### config.mk
export PLATFORM = sky130hd
export DESIGN_NAME = rugi_top
export DESIGN_NICKNAME = d
export VERILOG_FILES = /design/src/inc/rugi_pkg.sv /design/src/inc/rugi_irq_if.sv /design/src/design/rugi_irq.sv /design/src/design/rugi_top.sv
export VERILOG_INCLUDE_DIRS = /design/src /design/src/inc
export SDC_FILE = /design/constraint.sdc
export NUM_CORES = 1
export LEC_CHECK = 0
export BUFFER_PORTS_ARGS = -buffer_cell sky130_fd_sc_hd__buf_2
export CAP_MARGIN = 15
export CORE_UTILIZATION = 45
export CTS_CLUSTER_SIZE = 30
export DETAILED_ROUTE_END_ITERATION = 10
export PLACE_DENSITY = 0.74
export SYNTH_ARGS = -nofsm -noshare
export SYNTH_HDL_FRONTEND = slang
export SYNTH_SLANG_ARGS = --single-unit
### constraint.sdc
create_clock -name clk -period 1.48 [get_ports clk]
set_clock_uncertainty 0.15 [all_clocks]
set_input_delay 0.148 -clock clk [delete_from_list [all_inputs] [get_ports clk]]
set_output_delay 0.148 -clock clk [all_outputs]
set_load 0.02 [all_outputs]
### src/inc/rugi_regs.svh
`ifndef RUGI_REGS_SVH
`define RUGI_REGS_SVH

// ----------------------------------------------------------------
// Register offsets
// ----------------------------------------------------------------
`define RUGI_UART_OFS        8'h50
`define RUGI_REV_OFS         8'hb0
`define RUGI_GLOBAL_OFS      8'hb2
`define RUGI_INTEN1_OFS      8'hb3

// ----------------------------------------------------------------
// Reset values
// ----------------------------------------------------------------
`define RUGI_UART_RST        8'h02
`define RUGI_GLOBAL_RST      8'h00
`define RUGI_INTEN1_RST      8'h00
// Arbitrary neutral revision value
`define RUGI_REV_DEFAULT     8'h5a

// ----------------------------------------------------------------
// Passthrough control fields
// ----------------------------------------------------------------
`define RUGI_UART_RSV_HI     7
`define RUGI_UART_RSV_LO     6
`define RUGI_UART_SWAP       4
`define RUGI_UART_QUAL       3
`define RUGI_UART_DIR        2
`define RUGI_UART_SEL        1
`define RUGI_UART_EN         0

// ----------------------------------------------------------------
// Global configuration fields
// ----------------------------------------------------------------
`define RUGI_GLB_SOFT_RST    7
`define RUGI_GLB_PORT_DIS    6
`define RUGI_GLB_DRIVE       4
`define RUGI_GLB_POL         3

// ----------------------------------------------------------------
// Interrupt enable fields
// ----------------------------------------------------------------
`define RUGI_IE_RISE         7
`define RUGI_IE_FALL         6
`define RUGI_IE_WAKE         3
`define RUGI_IE_DISC         2
// Trigger kind kept in a spare bit of the same register
`define RUGI_IE_KIND         0

`endif

### src/inc/rugi_pkg.sv
package rugi_pkg;

    // Port disable sequencing
    typedef enum logic [1:0] {
        PORT_ON,
        PORT_WAIT,
        PORT_OFF
    } rugi_port_st_t;

    // Passthrough control fields
    typedef struct packed {
        logic [1:0] spare;
        logic       swap;
        logic       qual;
        logic       dir;
        logic       sel;
        logic       en;
    } rugi_uart_cfg_t;

endpackage : rugi_pkg

### src/inc/rugi_irq_if.sv
`timescale 1ns/1ns

interface rugi_irq_if;
    logic rise_en;
    logic fall_en;
    logic kind_level;
    logic wake_en;
    logic disc_en;
    logic input_one;
    logic wake_status;
    logic disc_status;
    logic edge_ack;
    logic irq_active;

    modport cfg (
        output rise_en, fall_en, kind_level, wake_en, disc_en,
        output input_one, wake_status, disc_status, edge_ack,
        input  irq_active
    );
    modport irq (
        input  rise_en, fall_en, kind_level, wake_en, disc_en,
        input  input_one, wake_status, disc_status, edge_ack,
        output irq_active
    );
endinterface : rugi_irq_if

### src/design/rugi_irq.sv
`timescale 1ns/1ns

module rugi_irq (
    // Clock and reset
    input wire logic clk,
    input wire logic rst_n,
    input wire logic soft_clr,
    // Configuration and events
    rugi_irq_if.irq  irq_bus
);

    // ----------------------------------------------------------------
    // Edge detection on synchronised input one
    // ----------------------------------------------------------------
    logic in_d_reg;
    logic rise_flag_reg;
    logic fall_flag_reg;
    logic level_hit;
    logic edge_hit;

    always_ff @(posedge clk or negedge rst_n) begin
        if (!rst_n) begin
            in_d_reg <= 1'b0;
        end else begin
            in_d_reg <= irq_bus.input_one;
        end
    end

    // Sticky edges; a new edge wins over the acknowledge
    always_ff @(posedge clk or negedge rst_n) begin
        if (!rst_n) begin
            rise_flag_reg <= 1'b0;
            fall_flag_reg <= 1'b0;
        end else if (soft_clr) begin
            rise_flag_reg <= 1'b0;
            fall_flag_reg <= 1'b0;
        end else begin
            rise_flag_reg <= (irq_bus.input_one & ~in_d_reg)
                           | (rise_flag_reg & ~irq_bus.edge_ack);
            fall_flag_reg <= (~irq_bus.input_one & in_d_reg)
                           | (fall_flag_reg & ~irq_bus.edge_ack);
        end
    end

    // ----------------------------------------------------------------
    // Combine enabled sources
    // ----------------------------------------------------------------
    assign level_hit = (irq_bus.rise_en & irq_bus.input_one)
                     | (irq_bus.fall_en & ~irq_bus.input_one);
    assign edge_hit  = (irq_bus.rise_en & rise_flag_reg)
                     | (irq_bus.fall_en & fall_flag_reg);

    always_ff @(posedge clk or negedge rst_n) begin
        if (!rst_n) begin
            irq_bus.irq_active <= 1'b0;
        end else if (soft_clr) begin
            irq_bus.irq_active <= 1'b0;
        end else begin
            irq_bus.irq_active <= (irq_bus.kind_level ? level_hit : edge_hit)
                                | (irq_bus.wake_en & irq_bus.wake_status)
                                | (irq_bus.disc_en & irq_bus.disc_status);
        end
    end

endmodule : rugi_irq

### src/design/rugi_top.sv
`timescale 1ns/1ns
`include "rugi_regs.svh"

// Overview of operation
// - Swap bit crosses plus and minus pairing
// - Qualifier zero forces pin as enable source
// - Direction bit reverses passthrough data flow
// - Source select resets to register control
// - Register enable bit switches passthrough
// - Soft reset returns configuration, port state and interrupt flags to reset values
// - Port disable waits for disconnect if connected
// - Drive type: open drain or push-pull
// - Polarity applies only in push-pull mode
// - Input one rise or high interrupts
// - Input one fall or low interrupts
// - Remote wake interrupt gated by enable
// - Disconnect interrupt gated by enable
// - Interrupt pin shows asserted interrupt

module rugi_top #(
    parameter logic [7:0] REV_CODE = `RUGI_REV_DEFAULT
) (
    // Clock and reset
    input  wire logic       clk,
    input  wire logic       arst_n,
    // Register port from serial target
    input  wire logic [7:0] reg_addr,
    input  wire logic       reg_wr,
    input  wire logic       reg_rd,
    input  wire logic [7:0] reg_wdata,
    output logic      [7:0] reg_rdata,
    // Pins
    input  wire logic       uart_enable_pin,
    input  wire logic       general_input_one,
    output logic            interrupt_out_pin_o,
    output logic            interrupt_out_pin_oe,
    // Port status from repeater core
    input  wire logic       port_connected,
    input  wire logic       disconnect_evt,
    input  wire logic       remote_wake_status,
    input  wire logic       disconnect_status,
    input  wire logic       edge_ack,
    // Passthrough and repeater controls
    output logic            uart_passthrough_on,
    output logic            uart_line_swap_out,
    output logic            uart_reverse_out,
    output logic            repeater_disabled,
    output logic            soft_reset_pulse
);

    // ----------------------------------------------------------------
    // Reset release
    // ----------------------------------------------------------------
    logic rst_meta_reg;
    logic rst_n;

    always_ff @(posedge clk or negedge arst_n) begin
        if (!arst_n) begin
            rst_meta_reg <= 1'b0;
            rst_n        <= 1'b0;
        end else begin
            rst_meta_reg <= 1'b1;
            rst_n        <= rst_meta_reg;
        end
    end

    // ----------------------------------------------------------------
    // Pin synchronisers
    // ----------------------------------------------------------------
    logic en_pin_meta_reg;
    logic en_pin_reg;
    logic in1_meta_reg;
    logic in1_reg;

    always_ff @(posedge clk or negedge rst_n) begin
        if (!rst_n) begin
            en_pin_meta_reg <= 1'b0;
            en_pin_reg      <= 1'b0;
            in1_meta_reg    <= 1'b0;
            in1_reg         <= 1'b0;
        end else begin
            en_pin_meta_reg <= uart_enable_pin;
            en_pin_reg      <= en_pin_meta_reg;
            in1_meta_reg    <= general_input_one;
            in1_reg         <= in1_meta_reg;
        end
    end

    // ----------------------------------------------------------------
    // Address decode
    // ----------------------------------------------------------------
    logic wr_uart;
    logic wr_global;
    logic wr_inten;
    logic soft_reset_reg;

    assign wr_uart   = reg_wr && (reg_addr == `RUGI_UART_OFS);
    assign wr_global = reg_wr && (reg_addr == `RUGI_GLOBAL_OFS);
    assign wr_inten  = reg_wr && (reg_addr == `RUGI_INTEN1_OFS);

    // ----------------------------------------------------------------
    // Soft reset
    // ----------------------------------------------------------------
    // One-cycle pulse; the configuration registers, port state and interrupt flags return to reset with it
    always_ff @(posedge clk or negedge rst_n) begin
        if (!rst_n) begin
            soft_reset_reg <= 1'b0;
        end else begin
            soft_reset_reg <= wr_global && reg_wdata[`RUGI_GLB_SOFT_RST];
        end
    end

    assign soft_reset_pulse = soft_reset_reg;

    // ----------------------------------------------------------------
    // Passthrough control register
    // ----------------------------------------------------------------
    rugi_pkg::rugi_uart_cfg_t uart_cfg_reg;

    always_ff @(posedge clk or negedge rst_n) begin
        if (!rst_n) begin
            uart_cfg_reg <= rugi_pkg::rugi_uart_cfg_t'(7'h02);
        end else if (soft_reset_reg) begin
            uart_cfg_reg <= rugi_pkg::rugi_uart_cfg_t'(7'h02);
        end else if (wr_uart) begin
            uart_cfg_reg <= rugi_pkg::rugi_uart_cfg_t'({
                reg_wdata[`RUGI_UART_RSV_HI:`RUGI_UART_RSV_LO],
                reg_wdata[`RUGI_UART_SWAP:`RUGI_UART_EN]});
        end
    end

    // ----------------------------------------------------------------
    // Global configuration register
    // ----------------------------------------------------------------
    logic port_disable_reg;
    logic irq_pin_drive_type_reg;
    logic irq_pin_polarity_reg;

    always_ff @(posedge clk or negedge rst_n) begin
        if (!rst_n) begin
            port_disable_reg       <= 1'b0;
            irq_pin_drive_type_reg <= 1'b0;
            irq_pin_polarity_reg   <= 1'b0;
        end else if (soft_reset_reg) begin
            port_disable_reg       <= 1'b0;
            irq_pin_drive_type_reg <= 1'b0;
            irq_pin_polarity_reg   <= 1'b0;
        end else if (wr_global) begin
            port_disable_reg       <= reg_wdata[`RUGI_GLB_PORT_DIS];
            irq_pin_drive_type_reg <= reg_wdata[`RUGI_GLB_DRIVE];
            irq_pin_polarity_reg   <= reg_wdata[`RUGI_GLB_POL];
        end
    end

    // ----------------------------------------------------------------
    // Interrupt enable register
    // ----------------------------------------------------------------
    logic input_one_rise_irq_en_reg;
    logic input_one_fall_irq_en_reg;
    logic input_one_trigger_kind_reg;
    logic remote_wake_irq_en_reg;
    logic disconnect_irq_en_reg;

    always_ff @(posedge clk or negedge rst_n) begin
        if (!rst_n) begin
            input_one_rise_irq_en_reg  <= 1'b0;
            input_one_fall_irq_en_reg  <= 1'b0;
            input_one_trigger_kind_reg <= 1'b0;
            remote_wake_irq_en_reg     <= 1'b0;
            disconnect_irq_en_reg      <= 1'b0;
        end else if (soft_reset_reg) begin
            input_one_rise_irq_en_reg  <= 1'b0;
            input_one_fall_irq_en_reg  <= 1'b0;
            input_one_trigger_kind_reg <= 1'b0;
            remote_wake_irq_en_reg     <= 1'b0;
            disconnect_irq_en_reg      <= 1'b0;
        end else if (wr_inten) begin
            input_one_rise_irq_en_reg  <= reg_wdata[`RUGI_IE_RISE];
            input_one_fall_irq_en_reg  <= reg_wdata[`RUGI_IE_FALL];
            input_one_trigger_kind_reg <= reg_wdata[`RUGI_IE_KIND];
            remote_wake_irq_en_reg     <= reg_wdata[`RUGI_IE_WAKE];
            disconnect_irq_en_reg      <= reg_wdata[`RUGI_IE_DISC];
        end
    end

    // ----------------------------------------------------------------
    // Read path
    // ----------------------------------------------------------------
    logic [7:0] rd_next;

    always_comb begin
        rd_next = 8'h00;
        unique case (reg_addr)
            `RUGI_UART_OFS: begin
                rd_next = {uart_cfg_reg.spare, 1'b0, uart_cfg_reg.swap,
                           uart_cfg_reg.qual, uart_cfg_reg.dir,
                           uart_cfg_reg.sel, uart_cfg_reg.en};
            end
            `RUGI_REV_OFS: begin
                rd_next = REV_CODE;
            end
            `RUGI_GLOBAL_OFS: begin
                rd_next = {1'b0, port_disable_reg, 1'b0,
                           irq_pin_drive_type_reg, irq_pin_polarity_reg,
                           3'h0};
            end
            `RUGI_INTEN1_OFS: begin
                rd_next = {input_one_rise_irq_en_reg,
                           input_one_fall_irq_en_reg, 2'h0,
                           remote_wake_irq_en_reg, disconnect_irq_en_reg,
                           1'b0, input_one_trigger_kind_reg};
            end
            // Unmapped addresses read as zero
            default: begin
                rd_next = 8'h00;
            end
        endcase
    end

    always_ff @(posedge clk or negedge rst_n) begin
        if (!rst_n) begin
            reg_rdata <= 8'h00;
        end else if (reg_rd) begin
            reg_rdata <= rd_next;
        end
    end

    // ----------------------------------------------------------------
    // Passthrough steering
    // ----------------------------------------------------------------
    // Pin decides unless qualifier and select both favour the register
    function automatic logic uart_active(
        input rugi_pkg::rugi_uart_cfg_t cfg,
        input logic                     pin
    );
        if (cfg.qual && cfg.sel) begin
            uart_active = cfg.en;
        end else begin
            uart_active = pin;
        end
    endfunction : uart_active

    always_ff @(posedge clk or negedge rst_n) begin
        if (!rst_n) begin
            uart_passthrough_on <= 1'b0;
            uart_line_swap_out  <= 1'b0;
            uart_reverse_out    <= 1'b0;
        end else begin
            uart_passthrough_on <= uart_active(uart_cfg_reg, en_pin_reg);
            uart_line_swap_out  <= uart_cfg_reg.swap;
            uart_reverse_out    <= uart_cfg_reg.dir;
        end
    end

    // ----------------------------------------------------------------
    // Port disable sequencing
    // ----------------------------------------------------------------
    // A live link is never cut mid-session; wait for its disconnect
    rugi_pkg::rugi_port_st_t port_st_reg;

    always_ff @(posedge clk or negedge rst_n) begin
        if (!rst_n) begin
            port_st_reg <= rugi_pkg::PORT_ON;
        end else if (soft_reset_reg || !port_disable_reg) begin
            port_st_reg <= rugi_pkg::PORT_ON;
        end else begin
            unique case (port_st_reg)
                rugi_pkg::PORT_ON: begin
                    port_st_reg <= port_connected ? rugi_pkg::PORT_WAIT
                                                  : rugi_pkg::PORT_OFF;
                end
                rugi_pkg::PORT_WAIT: begin
                    if (disconnect_evt) begin
                        port_st_reg <= rugi_pkg::PORT_OFF;
                    end
                end
                rugi_pkg::PORT_OFF: begin
                    port_st_reg <= rugi_pkg::PORT_OFF;
                end
                default: begin
                    port_st_reg <= rugi_pkg::PORT_ON;
                end
            endcase
        end
    end

    always_ff @(posedge clk or negedge rst_n) begin
        if (!rst_n) begin
            repeater_disabled <= 1'b0;
        end else begin
            repeater_disabled <= port_disable_reg && !soft_reset_reg
                && (port_st_reg == rugi_pkg::PORT_OFF);
        end
    end

    // ----------------------------------------------------------------
    // Interrupt sources
    // ----------------------------------------------------------------
    rugi_irq_if irq_bus ();

    assign irq_bus.rise_en     = input_one_rise_irq_en_reg;
    assign irq_bus.fall_en     = input_one_fall_irq_en_reg;
    assign irq_bus.kind_level  = input_one_trigger_kind_reg;
    assign irq_bus.wake_en     = remote_wake_irq_en_reg;
    assign irq_bus.disc_en     = disconnect_irq_en_reg;
    assign irq_bus.input_one   = in1_reg;
    assign irq_bus.wake_status = remote_wake_status;
    assign irq_bus.disc_status = disconnect_status;
    assign irq_bus.edge_ack    = edge_ack;

    rugi_irq u_irq (
        .clk      (clk),
        .rst_n    (rst_n),
        .soft_clr (soft_reset_reg),
        .irq_bus  (irq_bus.irq)
    );

    // ----------------------------------------------------------------
    // Interrupt pin drive
    // ----------------------------------------------------------------
    // Open drain only sinks; push-pull drives both levels always
    always_ff @(posedge clk or negedge rst_n) begin
        if (!rst_n) begin
            interrupt_out_pin_o  <= 1'b0;
            interrupt_out_pin_oe <= 1'b0;
        end else if (irq_pin_drive_type_reg) begin
            interrupt_out_pin_oe <= 1'b1;
            interrupt_out_pin_o  <= irq_bus.irq_active ^ irq_pin_polarity_reg;
        end else begin
            interrupt_out_pin_oe <= irq_bus.irq_active;
            interrupt_out_pin_o  <= 1'b0;
        end
    end

endmodule : rugi_top

# ---- After elaboration in Yosys (flattened, before gate mapping)
# Cells that the tools add are included.
dict set report totals {
  output_inout_bits 15
  word_cells 104
  ff_bits 42
  inputBits 27
}
dict set report op_classes {
  n_eq_ne 7
  mux 30
  reduce_logical 14
  bitwise 20
}
# operator count
set op_table {}
lappend op_table {{8-bit case mux with 4 select lines} 1}
lappend op_table {{8-bit == test (second input constant)} 3}
lappend op_table {{1-bit two-way mux} 23}
lappend op_table {{7-bit two-way mux} 2}
lappend op_table {{1-bit bitwise AND} 10}
lappend op_table {{8-bit by 7-bit == test with 1-bit output (second input constant)} 1}
lappend op_table {{1-bit logical AND} 7}
lappend op_table {{2-bit two-way mux} 3}
lappend op_table {{1-bit OR} 6}
lappend op_table {{2-bit case mux with 3 select lines} 1}
lappend op_table {{2-bit nonzero test} 3}
lappend op_table {{3-bit != test (second input constant)} 1}
lappend op_table {{1-bit NOT} 3}
lappend op_table {{2-bit by 1-bit == test with 1-bit output (second input constant)} 1}
lappend op_table {{2-bit == test (second input constant)} 1}
lappend op_table {{1-bit logical NOT} 2}
lappend op_table {{2-bit logical NOT} 1}
lappend op_table {{1-bit logical OR} 1}
lappend op_table {{1-bit bitwise XOR} 1}

# ---- Depth between registers and ports, before layout
# Gate-level depths: netlist of the first run.
dict set report logic_depth {
  word_depth 7
  mapped_depth 6
  depth_no_buf 6
}

# ---- Hierarchy
# A second synthesis of the first run with hierarchy kept.
dict set report hier_totals {
  cells_unflattened 163
  area_unflattened_um2 1826.8
}
# mod cells_each area_per_inst_um2 seq_area_each_um2 instances
set by_module_without_submodules {}
lappend by_module_without_submodules {rugi_top 148 1652.8 927.1 1}
lappend by_module_without_submodules {rugi_irq 15 173.9 100.1 1}

# ---- Least setup slack after synthesis of the first run
# No wires, ideal clock.
dict set report synth_path {
  kind {flip-flop to flip-flop}
  start {reg port_st_reg[1]}
  end {reg port_st_reg[1]}
  n_path_buf 0
  synth_period_minus_slack_ns 1.413
  setup_ns 0.077
  path_stages_with_launch 6
  required_time_ns 1.253
  arrival_time_ns 1.185
  path_slack_ns 0.067
  cell_sequence {dfrtp_1 inv_1 ha_1 nor2b_1 or3_1 a21oi_1}
}
dict set report synth_via {
  elab_chain_cells 3
  elab_cells_between_ends 6
  classes_between {eq/ne (3); mux (2); reduce/logical (1)}
}
# item line
set synth_lines {}
lappend synth_lines {{start, declared} rugi_top.sv:259} ;# rugi_pkg::rugi_port_st_t port_st_reg;
lappend synth_lines {{start signal, assigned} rugi_top.sv:263} ;# port_st_reg <= rugi_pkg::PORT_ON;
lappend synth_lines {{start signal, assigned} rugi_top.sv:265} ;# port_st_reg <= rugi_pkg::PORT_ON;
lappend synth_lines {{start signal, assigned} rugi_top.sv:269} ;# port_st_reg <= port_connected ? rugi_pkg::PORT_WAIT
lappend synth_lines {{2-bit == test, or another cell as far along} rugi_top.sv:267} ;# unique case (port_st_reg)
lappend synth_lines {{2-bit case mux with 3 select lines} rugi_top.sv:267}
lappend synth_lines {{2-bit two-way mux} rugi_top.sv:264} ;# end else if (soft_reset_reg || !port_disable_reg) begin
# Parallel ways exist; a longest one is shown, timed or not.
# A chain may end at the register's enable or synchronous reset.

# ---- Worst setup path after layout of the first run
# Ends and elaborated chain as after synthesis.

==> run summary, run 1 <==
Worst IR drop on VDD -> 0.000581 V
Final critical-path required period -> 1.41 ns
Reported max-cap violation count -> 0
Clock tree buffer depth -> 2
Worst Hold Class -> input pin to asynchronous set/reset pin
Synthesis-stage register bit count -> 41
Overall power consumption -> 2.23 mW
Number of distinct library cells after synthesis -> 37
Detailed placer's ending HPWL -> 2610 um
Pre-CTS setup slack -> -0.0970 ns
Worst endpoint data arrival time -> 1.48 ns
Relative contribution of combinational cells to total power -> 10.6%
Synth area leaders -> sky130_fd_sc_hd__dfrtp_1 55%, sky130_fd_sc_hd__mux2i_1 4.9%, sky130_fd_sc_hd__a21oi_1 3.8%
Net switching power of the design -> 0.525 mW
Initial antenna violation count -> 0
Placement Rows -> 22
Area fraction of the dominant cell type after synthesis -> 54.7%
Root buffer selected by CTS -> sky130_fd_sc_hd__clkbuf_8
Clock input transition at the sequential cells of the worst setup and hold paths -> 0.07 ns
# H-tree levels -> 2
Most frequent cells after synthesis -> 40 x sky130_fd_sc_hd__dfrtp_1, 16 x sky130_fd_sc_hd__nor2_1, 14 x sky130_fd_sc_hd__a21oi_1
Placer's final routability congestion estimate -> 0.855
Number of standard cells after synthesis -> 167
Count of antenna-violating nets left after detailed routing -> 0
Fraction of the yosys area taken by sequential cells -> 56.2%
Post-synthesis cell type with the largest combined area -> sky130_fd_sc_hd__dfrtp_1
Internal Power -> 1.71 mW
Fraction of power consumed by sequential logic -> 53.8%
Yosys warns -> 0
Power density over cell area -> 943 nW/um2
Net count after synthesis -> 198
Total global routing track utilization -> 19.9%
Post-CTS Setup Inserts -> 0
TritonCTS sink count -> 41
Compound-cell area share of the yosys netlist -> 12.2%
Final Hold Fails -> 0
Critical path fanouts, max -> 4
Element type at the critical path end -> flip-flop
RSZ-0062 raised after global routing -> no
Switch share -> 23.5%
IO buf count -> 39
Clock network power share -> 35.7%
Required time of the worst setup path -> 1.55 ns
Via count of the first global-routing pass -> 1,396
Total iterations of the first detailed-routing run -> 4
Overall overflow remaining after global route -> 0
DRC violation count after routing -> 0
Std-Cell Core Area -> 3770 um2
Wire per inst -> 13.5 um
Slack of the critical path -> 0.0747 ns
Synthesized-area fraction occupied by and/or/nand/nor cells -> 17.3%
Proportion of register bits with asynchronous set or reset after synthesis -> 100%
Max-slew violation count -> 0
Part of the cycle the worst path needs -> 95.0%
Share of synthesized area spent on multiplexers -> 5.54%
Layout-stage area growth over the synthesis result -> 29.4%
Number of enable-type register cells in the synthesized netlist -> 0
DIE WIDTH -> 65.8 um
Setup crit start kind -> flip-flop
Kind of critical path -> flip-flop to flip-flop
Top-count cell post-synth -> sky130_fd_sc_hd__dfrtp_1
TritonCTS clock tree -> built
Pin count of the biggest net entering global routing -> 40
Leakage power figure -> 1.18 nW
Dominant combinational cell family by area after synthesis -> simple AND/OR/NAND/NOR gates
Die Y-Extent -> 65.8 um
# nets final -> 258
Synthesized-area fraction occupied by adder cells -> 2.74%
Global-route wire length before repair -> 6360 um
Syn Std Cell Area -> 1830 um2
1st-iter DRT viols -> 87
Diodes inserted -> 0
Achievable clock frequency -> 712 MHz
Starting Density -> 48.5%
Non-filler instance count after layout -> 276
Total wirelength of the detailed-routed design -> 3730 um
Post-Synth XOR/XNOR Area -> 0.479%
Routed via count divided by cell count -> 5.18
Final-layout setup total negative slack -> 0 ns
Die outline area -> 4320 um2
TritonCTS Buffers -> 5
Mean instance size in the synthesized netlist -> 11.0 um2
Final-report setup violation count -> 0
Worst Hold Margin -> 0.00888 ns
Clock latency of the later-clocked register in the worst-skew pair -> 0.30 ns
Number of instances in the placed design -> 254
Dominant synthesized flop cell -> sky130_fd_sc_hd__dfrtp_1
Area of combinational cells with multiple inputs -> 729 um2
Outcome -> completed
Top-Level Pins -> 42
FILL cells -> 302
Count of vias placed by the detailed router -> 1,429
Layout cell share with drive strength beyond 1 -> 30.3%
Sequential cell area in the final layout -> 1030 um2
worst max-delay path, cell delays in order, from the launching register on:
cell                      delay [ns]
sky130_fd_sc_hd__dfrtp_1        0.37
sky130_fd_sc_hd__inv_2          0.06
sky130_fd_sc_hd__ha_2           0.17
sky130_fd_sc_hd__nor2b_4        0.13
sky130_fd_sc_hd__or3_1          0.33
sky130_fd_sc_hd__a21oi_1        0.12
power groups by stage:
stage / clock network, mW / registers (mW) / logic (mW)
2_1_floorplan: 0 / 1.24 / 0.0923
3_3_place_gp: 0 / 1.22 / 0.200
3_5_place_dp: 0 / 1.22 / 0.205
4_1_cts: 0.820 / 1.20 / 0.234
5_1_grt: 0.860 / 1.21 / 0.261
6_report: 0.796 / 1.20 / 0.236
timing repair:
| item | CTS | global route |
|---|---|---|
| resized for setup | 0 | 6 |
| setup endpoints to repair | 0 | 2 |
| hold endpoints to repair | 22 | 0 |
| hold buffers | 14 | 0 |
placed cells by master, fill, tap and decap left out, drive strengths merged, types with 2 or more instances in the layout:
cell         synthesis  final
mux2i                9      9
o21ai                3      3
a21oi               14     14
a221oi               2      2
nand2               11     11
inv                 13     13
o22ai                6      6
buf                  4     46
nor2                16     16
o2bb2ai              2      2
and2                 2      2
nand4                2      2
conb                 2      2
dlygate4sd3          0     14
nor2b                4      4
ha                   4      4
nand2b               6      6
dfrtp               40     40
a22oi                3      3
nand3                8      8
clkbuf               3      7
stage by stage:
stage	instance area (um2)	util, %
floorplan	1830	-
global placement	2100	55.8
detailed placement	2100	55.8
CTS	2340	62.2
global route	2370	62.8
finish	2370	62.8
layer usage:
layer	vias up	GRT usage [%]	part of all wire (%)
met4	0	6.25	1.1
met5	-	0	0
met1	693	26.4	45
li1	688	-	-
met2	44	30.9	49
met3	4	6.08	5.2
area by class of cell:
| cell class | instances | area share [%] |
|---|---|---|
| clock buffer | 7 | 4.07 |
| clock inverter | 1 | 0.211 |
| inverter | 13 | 2.06 |
| multi-input combinational | 106 | 30.8 |
| sequential | 41 | 43.4 |
| tap | 48 | 2.54 |
| timing repair buffer | 60 | 16.9 |
worst paths after layout:
kind                       slack, ns  cells past startpoint               to            from
max in group asynchronous       0.85                      1  uart_cfg_reg[1]           rst_n
max                             0.07                      5   port_st_reg[1]  port_st_reg[1]
max reg2reg                     0.07                      5   port_st_reg[1]  port_st_reg[1]
min                            0.009                      2     rst_meta_reg          arst_n
min in group clk                0.01                      4     reg_rdata[1]     reg_addr[2]
min reg2reg                     0.08                      1          in1_reg           rst_n
logic make-up after synthesis:
kind of cell    after synthesis
mux                          10
compound gates               32
fa+ha+maj                     4
xor+xnor                      1
other cells                   2
simple gates                 57
buf+inv                      20
flops                        41
(Power assumes the default switching activity.)
==> run 2, diff against run 1 <==
GPL_TIMING_DRIVEN = 0   (was not set)
==> run summary, run 2 (synthesized netlist as in run 1, its figures left out) <==
Outcome -> completed
Final critical-path required period -> 1.47 ns
Worst endpoint data arrival time -> 1.55 ns
Clock latency of the later-clocked register in the worst-skew pair -> 0.30 ns
Total wirelength of the detailed-routed design -> 4130 um
Global-route wire length before repair -> 6790 um
Most common library cell in the layout ignoring fill and taps -> sky130_fd_sc_hd__dfrtp_1
Reported max-cap violation count -> 0
Die outline area -> 4320 um2
Count of vias placed by the detailed router -> 1,455
TritonCTS clock tree -> built
Diodes inserted -> 0
DIE WIDTH -> 65.8 um
Clock tree buffer depth -> 2
Power density over cell area -> 1040 nW/um2
Detailed placer's ending HPWL -> 2650 um
Count of antenna-violating nets left after detailed routing -> 0
Via count of the first global-routing pass -> 1,476
Final-layout setup total negative slack -> 0 ns
TritonCTS Buffers -> 5
Launch point of the worst path -> port_st_reg[0]
Worst IR drop on VDD -> 0.000704 V
Setup crit start kind -> flip-flop
Overall overflow remaining after global route -> 0
Pre-CTS setup slack -> -0.0637 ns
RSZ-0062 raised after global routing -> yes
Std-Cell Core Area -> 3770 um2
Layout cell share with drive strength beyond 1 -> 32.5%
Critical path fanouts, max -> 4
Root buffer selected by CTS -> sky130_fd_sc_hd__clkbuf_8
Total iterations of the first detailed-routing run -> 4
Worst Hold Class -> input pin to flip-flop
Placer's final routability congestion estimate -> 0.868
Die Y-Extent -> 65.8 um
TritonCTS sink count -> 41
Initial antenna violation count -> 0
Leakage power figure -> 1.21 nW
Slew margin rel. -> 44.0%
Wire per inst -> 14.8 um
FILL cells -> 297
Max-slew violation count -> 0
Required time of the worst setup path -> 1.56 ns
Total global routing track utilization -> 21.6%
# H-tree levels -> 2
Layout-stage area growth over the synthesis result -> 33.6%
Kind of critical path -> flip-flop to flip-flop
Instance area at placement -> 2080 um2
Slew at the pin closest to its max-slew limit -> 0.839 ns
Critical hold path startpoint -> reg_addr[2]
Element type at the critical path end -> flip-flop
Clock input transition at the sequential cells of the worst setup and hold paths -> 0.08 ns
DRC violation count after routing -> 0
Highest-count cells in the layout ignoring fill and taps -> 38 x sky130_fd_sc_hd__dfrtp_1, 37 x sky130_fd_sc_hd__buf_2, 16 x sky130_fd_sc_hd__nor2_1
Critical register-to-register path startpoint -> port_st_reg[0]
Final Hold Fails -> 0
Part of the cycle the worst path needs -> 99.3%
Top-Level Pins -> 42
Routed via count divided by cell count -> 5.22
Summed area of non-filler cells in the final layout -> 2440 um2
Placement Rows -> 22
Starting Density -> 48.5%
Achievable clock frequency -> 680 MHz
IO buf count -> 37
Core Util, Final -> 64.8%
# nets final -> 261
1st-iter DRT viols -> 91
Slack of the critical path -> 0.0103 ns
Final-report setup violation count -> 0
Pin count of the biggest net entering global routing -> 40
## run 2: cell types whose count changed in the layout (fill, tap and decap cells not counted), sizes merged
cell	before	now
buf	46	45
inv	13	14
clkinv	1	0
dlygate4sd3	14	15
bufinv	0	2
clkbuf	7	8
## run 2: final timing paths
| path | endpoint | slack, ns | depth (start not counted) |
|---|---|---|---|
| setup / recovery | port_st_reg[1] | 0.01 | 5 |
| hold / removal | reg_rdata[1] | 0.006 | 4 |
| setup reg to reg | port_st_reg[1] | 0.01 | 5 |
| hold reg to reg | en_pin_reg | 0.21 | 0 |
| max in group asynchronous | port_st_reg[0] | 0.38 | 0 |
| min in group asynchronous | u_irq.in_d_reg | 0.22 | 0 |
## run 2: layout make-up
class	count	area, um2	area share, %
Sequential cell	41	1030	42.1
Multi-Input combinational cell	106	749	30.7
Timing Repair Buffer	56	369	15.1
Clock buffer	5	68.8	2.82
Clock inverter	3	68.8	2.82
Tap cell	48	60.1	2.46
Buffer	7	48.8	2.00
Inverter	13	48.8	2.00
## run 2: report_power, final
part           switching (mW)  leakage (nW)  internal [mW]  total [mW]
clock network           0.408        0.0687          0.679        1.09
registers              0.0498         0.540           1.17        1.22
logic                   0.107         0.604          0.115       0.223
total                   0.565          1.21           1.96        2.53
## run 2: stage by stage
step / hold slack, ns / instances / power [mW]
floorplan: -0.298 / 167 / 1.33
global placement: -0.217 / 252 / 1.41
detailed placement: -0.215 / 252 / 1.42
CTS: 0.000149 / 276 / 2.54
global route: 0.0105 / 279 / 2.64
finish: 0.00643 / 279 / 2.53
## run 2: per-layer routing
metal  vias up  share of wire [%]  global-route usage (%)  routed length [um]
met5         -                  0                       0                   0
met4         0                2.3                    10.9                  95
met3        11                4.6                    7.99                 192
met2        41                 51                    34.2                2090
met1       708                 42                    25.7                1760
li1        695                  -                       -                   -
## run 2: worst max-delay path, cell delays in order, from the launching register on
cell	delay, ns
sky130_fd_sc_hd__dfrtp_2	0.43
sky130_fd_sc_hd__inv_2	0.07
sky130_fd_sc_hd__ha_4	0.27
sky130_fd_sc_hd__a21oi_2	0.03
sky130_fd_sc_hd__or3_1	0.30
sky130_fd_sc_hd__a21oi_1	0.15
## run 2: what timing repair did
item                       in CTS  in global routing
hold endpoints to repair       23                  0
buffers inserted                1                  3
setup endpoints to repair      11                  6
pin swaps                       1                  4
gates resized for setup         3                 11
hold buffers                   15                  0
==> run 3, diff against run 2 <==
SETUP_SLACK_MARGIN = 0.5   (was not set)
==> run summary, run 3 (synthesized netlist as in run 1, its figures left out) <==
Wire per inst -> 17.1 um
Total iterations of the first detailed-routing run -> 4
# nets final -> 293
Worst IR drop on VDD -> 0.000724 V
Summed area of non-filler cells in the final layout -> 3130 um2
Achievable clock frequency -> 690 MHz
Layout-stage area growth over the synthesis result -> 71.1%
Total global routing track utilization -> 22.7%
Worst setup path endpoint -> port_st_reg[1]
Final Hold Fails -> 2
Detailed placer's ending HPWL -> 2530 um
Internal Power -> 1.69 mW
Launch point of the worst path -> port_st_reg[0]
Die Y-Extent -> 65.8 um
Instance area at placement -> 2170 um2
Via count of the first global-routing pass -> 1,588
Std-Cell Core Area -> 3770 um2
Placer's final routability congestion estimate -> 0.775
Fraction of power consumed by sequential logic -> 53.7%
TritonCTS Buffers -> 5
1st-iter DRT viols -> 133
Root buffer selected by CTS -> sky130_fd_sc_hd__clkbuf_8
Outcome -> complete, but fails checks
Pin count of the biggest net entering global routing -> 40
R2r setup slk -> 0.03 ns
Starting Density -> 48.5%
Max-slew violation count -> 0
Worst endpoint data arrival time -> 1.53 ns
Part of the cycle the worst path needs -> 97.9%
Count of vias placed by the detailed router -> 1,635
TritonCTS clock tree -> built
Layout cell share with drive strength beyond 1 -> 57.0%
Slack of the critical path -> 0.0313 ns
Global-route wire length before repair -> 7170 um
Worst Hold Margin -> -0.0353 ns
Reported max-cap violation count -> 0
Diodes inserted -> 0
Kind of critical path -> flip-flop to flip-flop
Pre-CTS setup slack -> -0.0223 ns
Number of instances in the placed design -> 252
Final critical-path required period -> 1.45 ns
Overall power consumption -> 2.30 mW
Clock latency of the later-clocked register in the worst-skew pair -> 0.30 ns
Clock network power share -> 31.6%
Overall overflow remaining after global route -> 0
IO buf count -> 37
FILL cells -> 193
Initial antenna violation count -> 0
TritonCTS sink count -> 41
Critical register-to-register path startpoint -> port_st_reg[0]
Path depth of the worst reg2reg path -> 5
Relative contribution of combinational cells to total power -> 14.7%
Net switching power of the design -> 0.612 mW
DIE WIDTH -> 65.8 um
Most common library cell in the layout ignoring fill and taps -> sky130_fd_sc_hd__dfrtp_1
Final-report setup violation count -> 0
Top-Level Pins -> 42
Clock tree buffer depth -> 2
Setup crit start kind -> flip-flop
Violated checks -> hold timing
Clock input transition at the sequential cells of the worst setup and hold paths -> 0.08 ns
Element type at the critical path end -> flip-flop
FF-to-FF End -> port_st_reg[1]
Total wirelength of the detailed-routed design -> 5330 um
Critical path fanouts, max -> 4
DRC violation count after routing -> 0
Leakage power figure -> 1.42 nW
Routed via count divided by cell count -> 5.26
Worst Hold Class -> input pin to flip-flop
Highest-count cells in the layout ignoring fill and taps -> 37 x sky130_fd_sc_hd__dfrtp_1, 29 x sky130_fd_sc_hd__buf_6, 22 x sky130_fd_sc_hd__buf_4
# H-tree levels -> 2
Die outline area -> 4320 um2
Worst Hold Depth -> 3
Count of antenna-violating nets left after detailed routing -> 0
Non-filler instance count after layout -> 311
Switch share -> 26.6%
RSZ-0062 raised after global routing -> yes
Placement Rows -> 22
Required time of the worst setup path -> 1.56 ns
Power density over cell area -> 735 nW/um2
## run 3: cell types whose count changed in the layout (fill, tap and decap cells not counted), sizes merged
| cell | before | now |
|---|---|---|
| clkinvlp | 0 | 1 |
| clkinv | 0 | 2 |
| bufinv | 2 | 0 |
| buf | 45 | 76 |
| clkbuf | 8 | 9 |
| inv | 14 | 13 |
## run 3: layout make-up
class                   count  area [um2]  share of cell area [%]
flip-flops and latches     41        1030                    33.0
multi-input cells         106         967                    30.9
repair buffers             88         837                    26.7
plain buffers               7        96.3                    3.08
clock buffers               5        68.8                    2.20
well taps                  48        60.1                    1.92
inverters                  13        48.8                    1.56
clock inverters             3        17.5                   0.560
## run 3: worst max-delay path, cell delays in order, from the launching register on
cell and delay, ns:
sky130_fd_sc_hd__dfrtp_2 0.42, sky130_fd_sc_hd__inv_2 0.07, sky130_fd_sc_hd__ha_4 0.25, sky130_fd_sc_hd__a21oi_1 0.04, sky130_fd_sc_hd__or3_1 0.31, sky130_fd_sc_hd__a21oi_1 0.13
## run 3: repair_timing
| item | CTS | global route |
|---|---|---|
| pin swaps | 15 | 17 |
| cloned | 3 | 0 |
| endpoints found under the hold margin | 18 | 3 |
| buffers inserted | 21 | 12 |
| resized for setup | 64 | 41 |
| endpoints found under the setup margin | 81 | 46 |
| hold buffers | 13 | 2 |
## run 3: power by group through the flow
stage	Combinational, mW	Sequential (mW)	Clock, mW
after global routing	0.360	1.24	0.791
after CTS	0.262	1.23	0.730
after global placement	0.178	1.24	0
final	0.339	1.23	0.726
after detailed placement	0.182	1.25	0
after floorplan	0.0996	1.24	0
## run 3: through the flow
step	utilization, %	setup TNS (ns)
finish	83.0	0
global route	83.0	-0.0362
CTS	75.1	0
detailed placement	57.5	-0.0223
global placement	57.5	-0.00670
floorplan	-	0
## run 3: routing by layer
| metal | global-route usage, % | routed length [um] |
|---|---|---|
| met1 | 29.4 | 2280 |
| met2 | 36.7 | 2730 |
| met3 | 5.73 | 233 |
| met4 | 7.61 | 74 |
| met5 | 0 | 0 |
## run 3: how the worst min path moves through the flow
stage / endpoint / from
2_1_floorplan: rst_meta_reg / arst_n
3_3_place_gp: rst_meta_reg / arst_n
3_5_place_dp: rst_meta_reg / arst_n
4_1_cts: u_irq.rise_flag_reg / edge_ack
5_1_grt: u_irq.rise_flag_reg / edge_ack
6_report: u_irq.rise_flag_reg / edge_ack
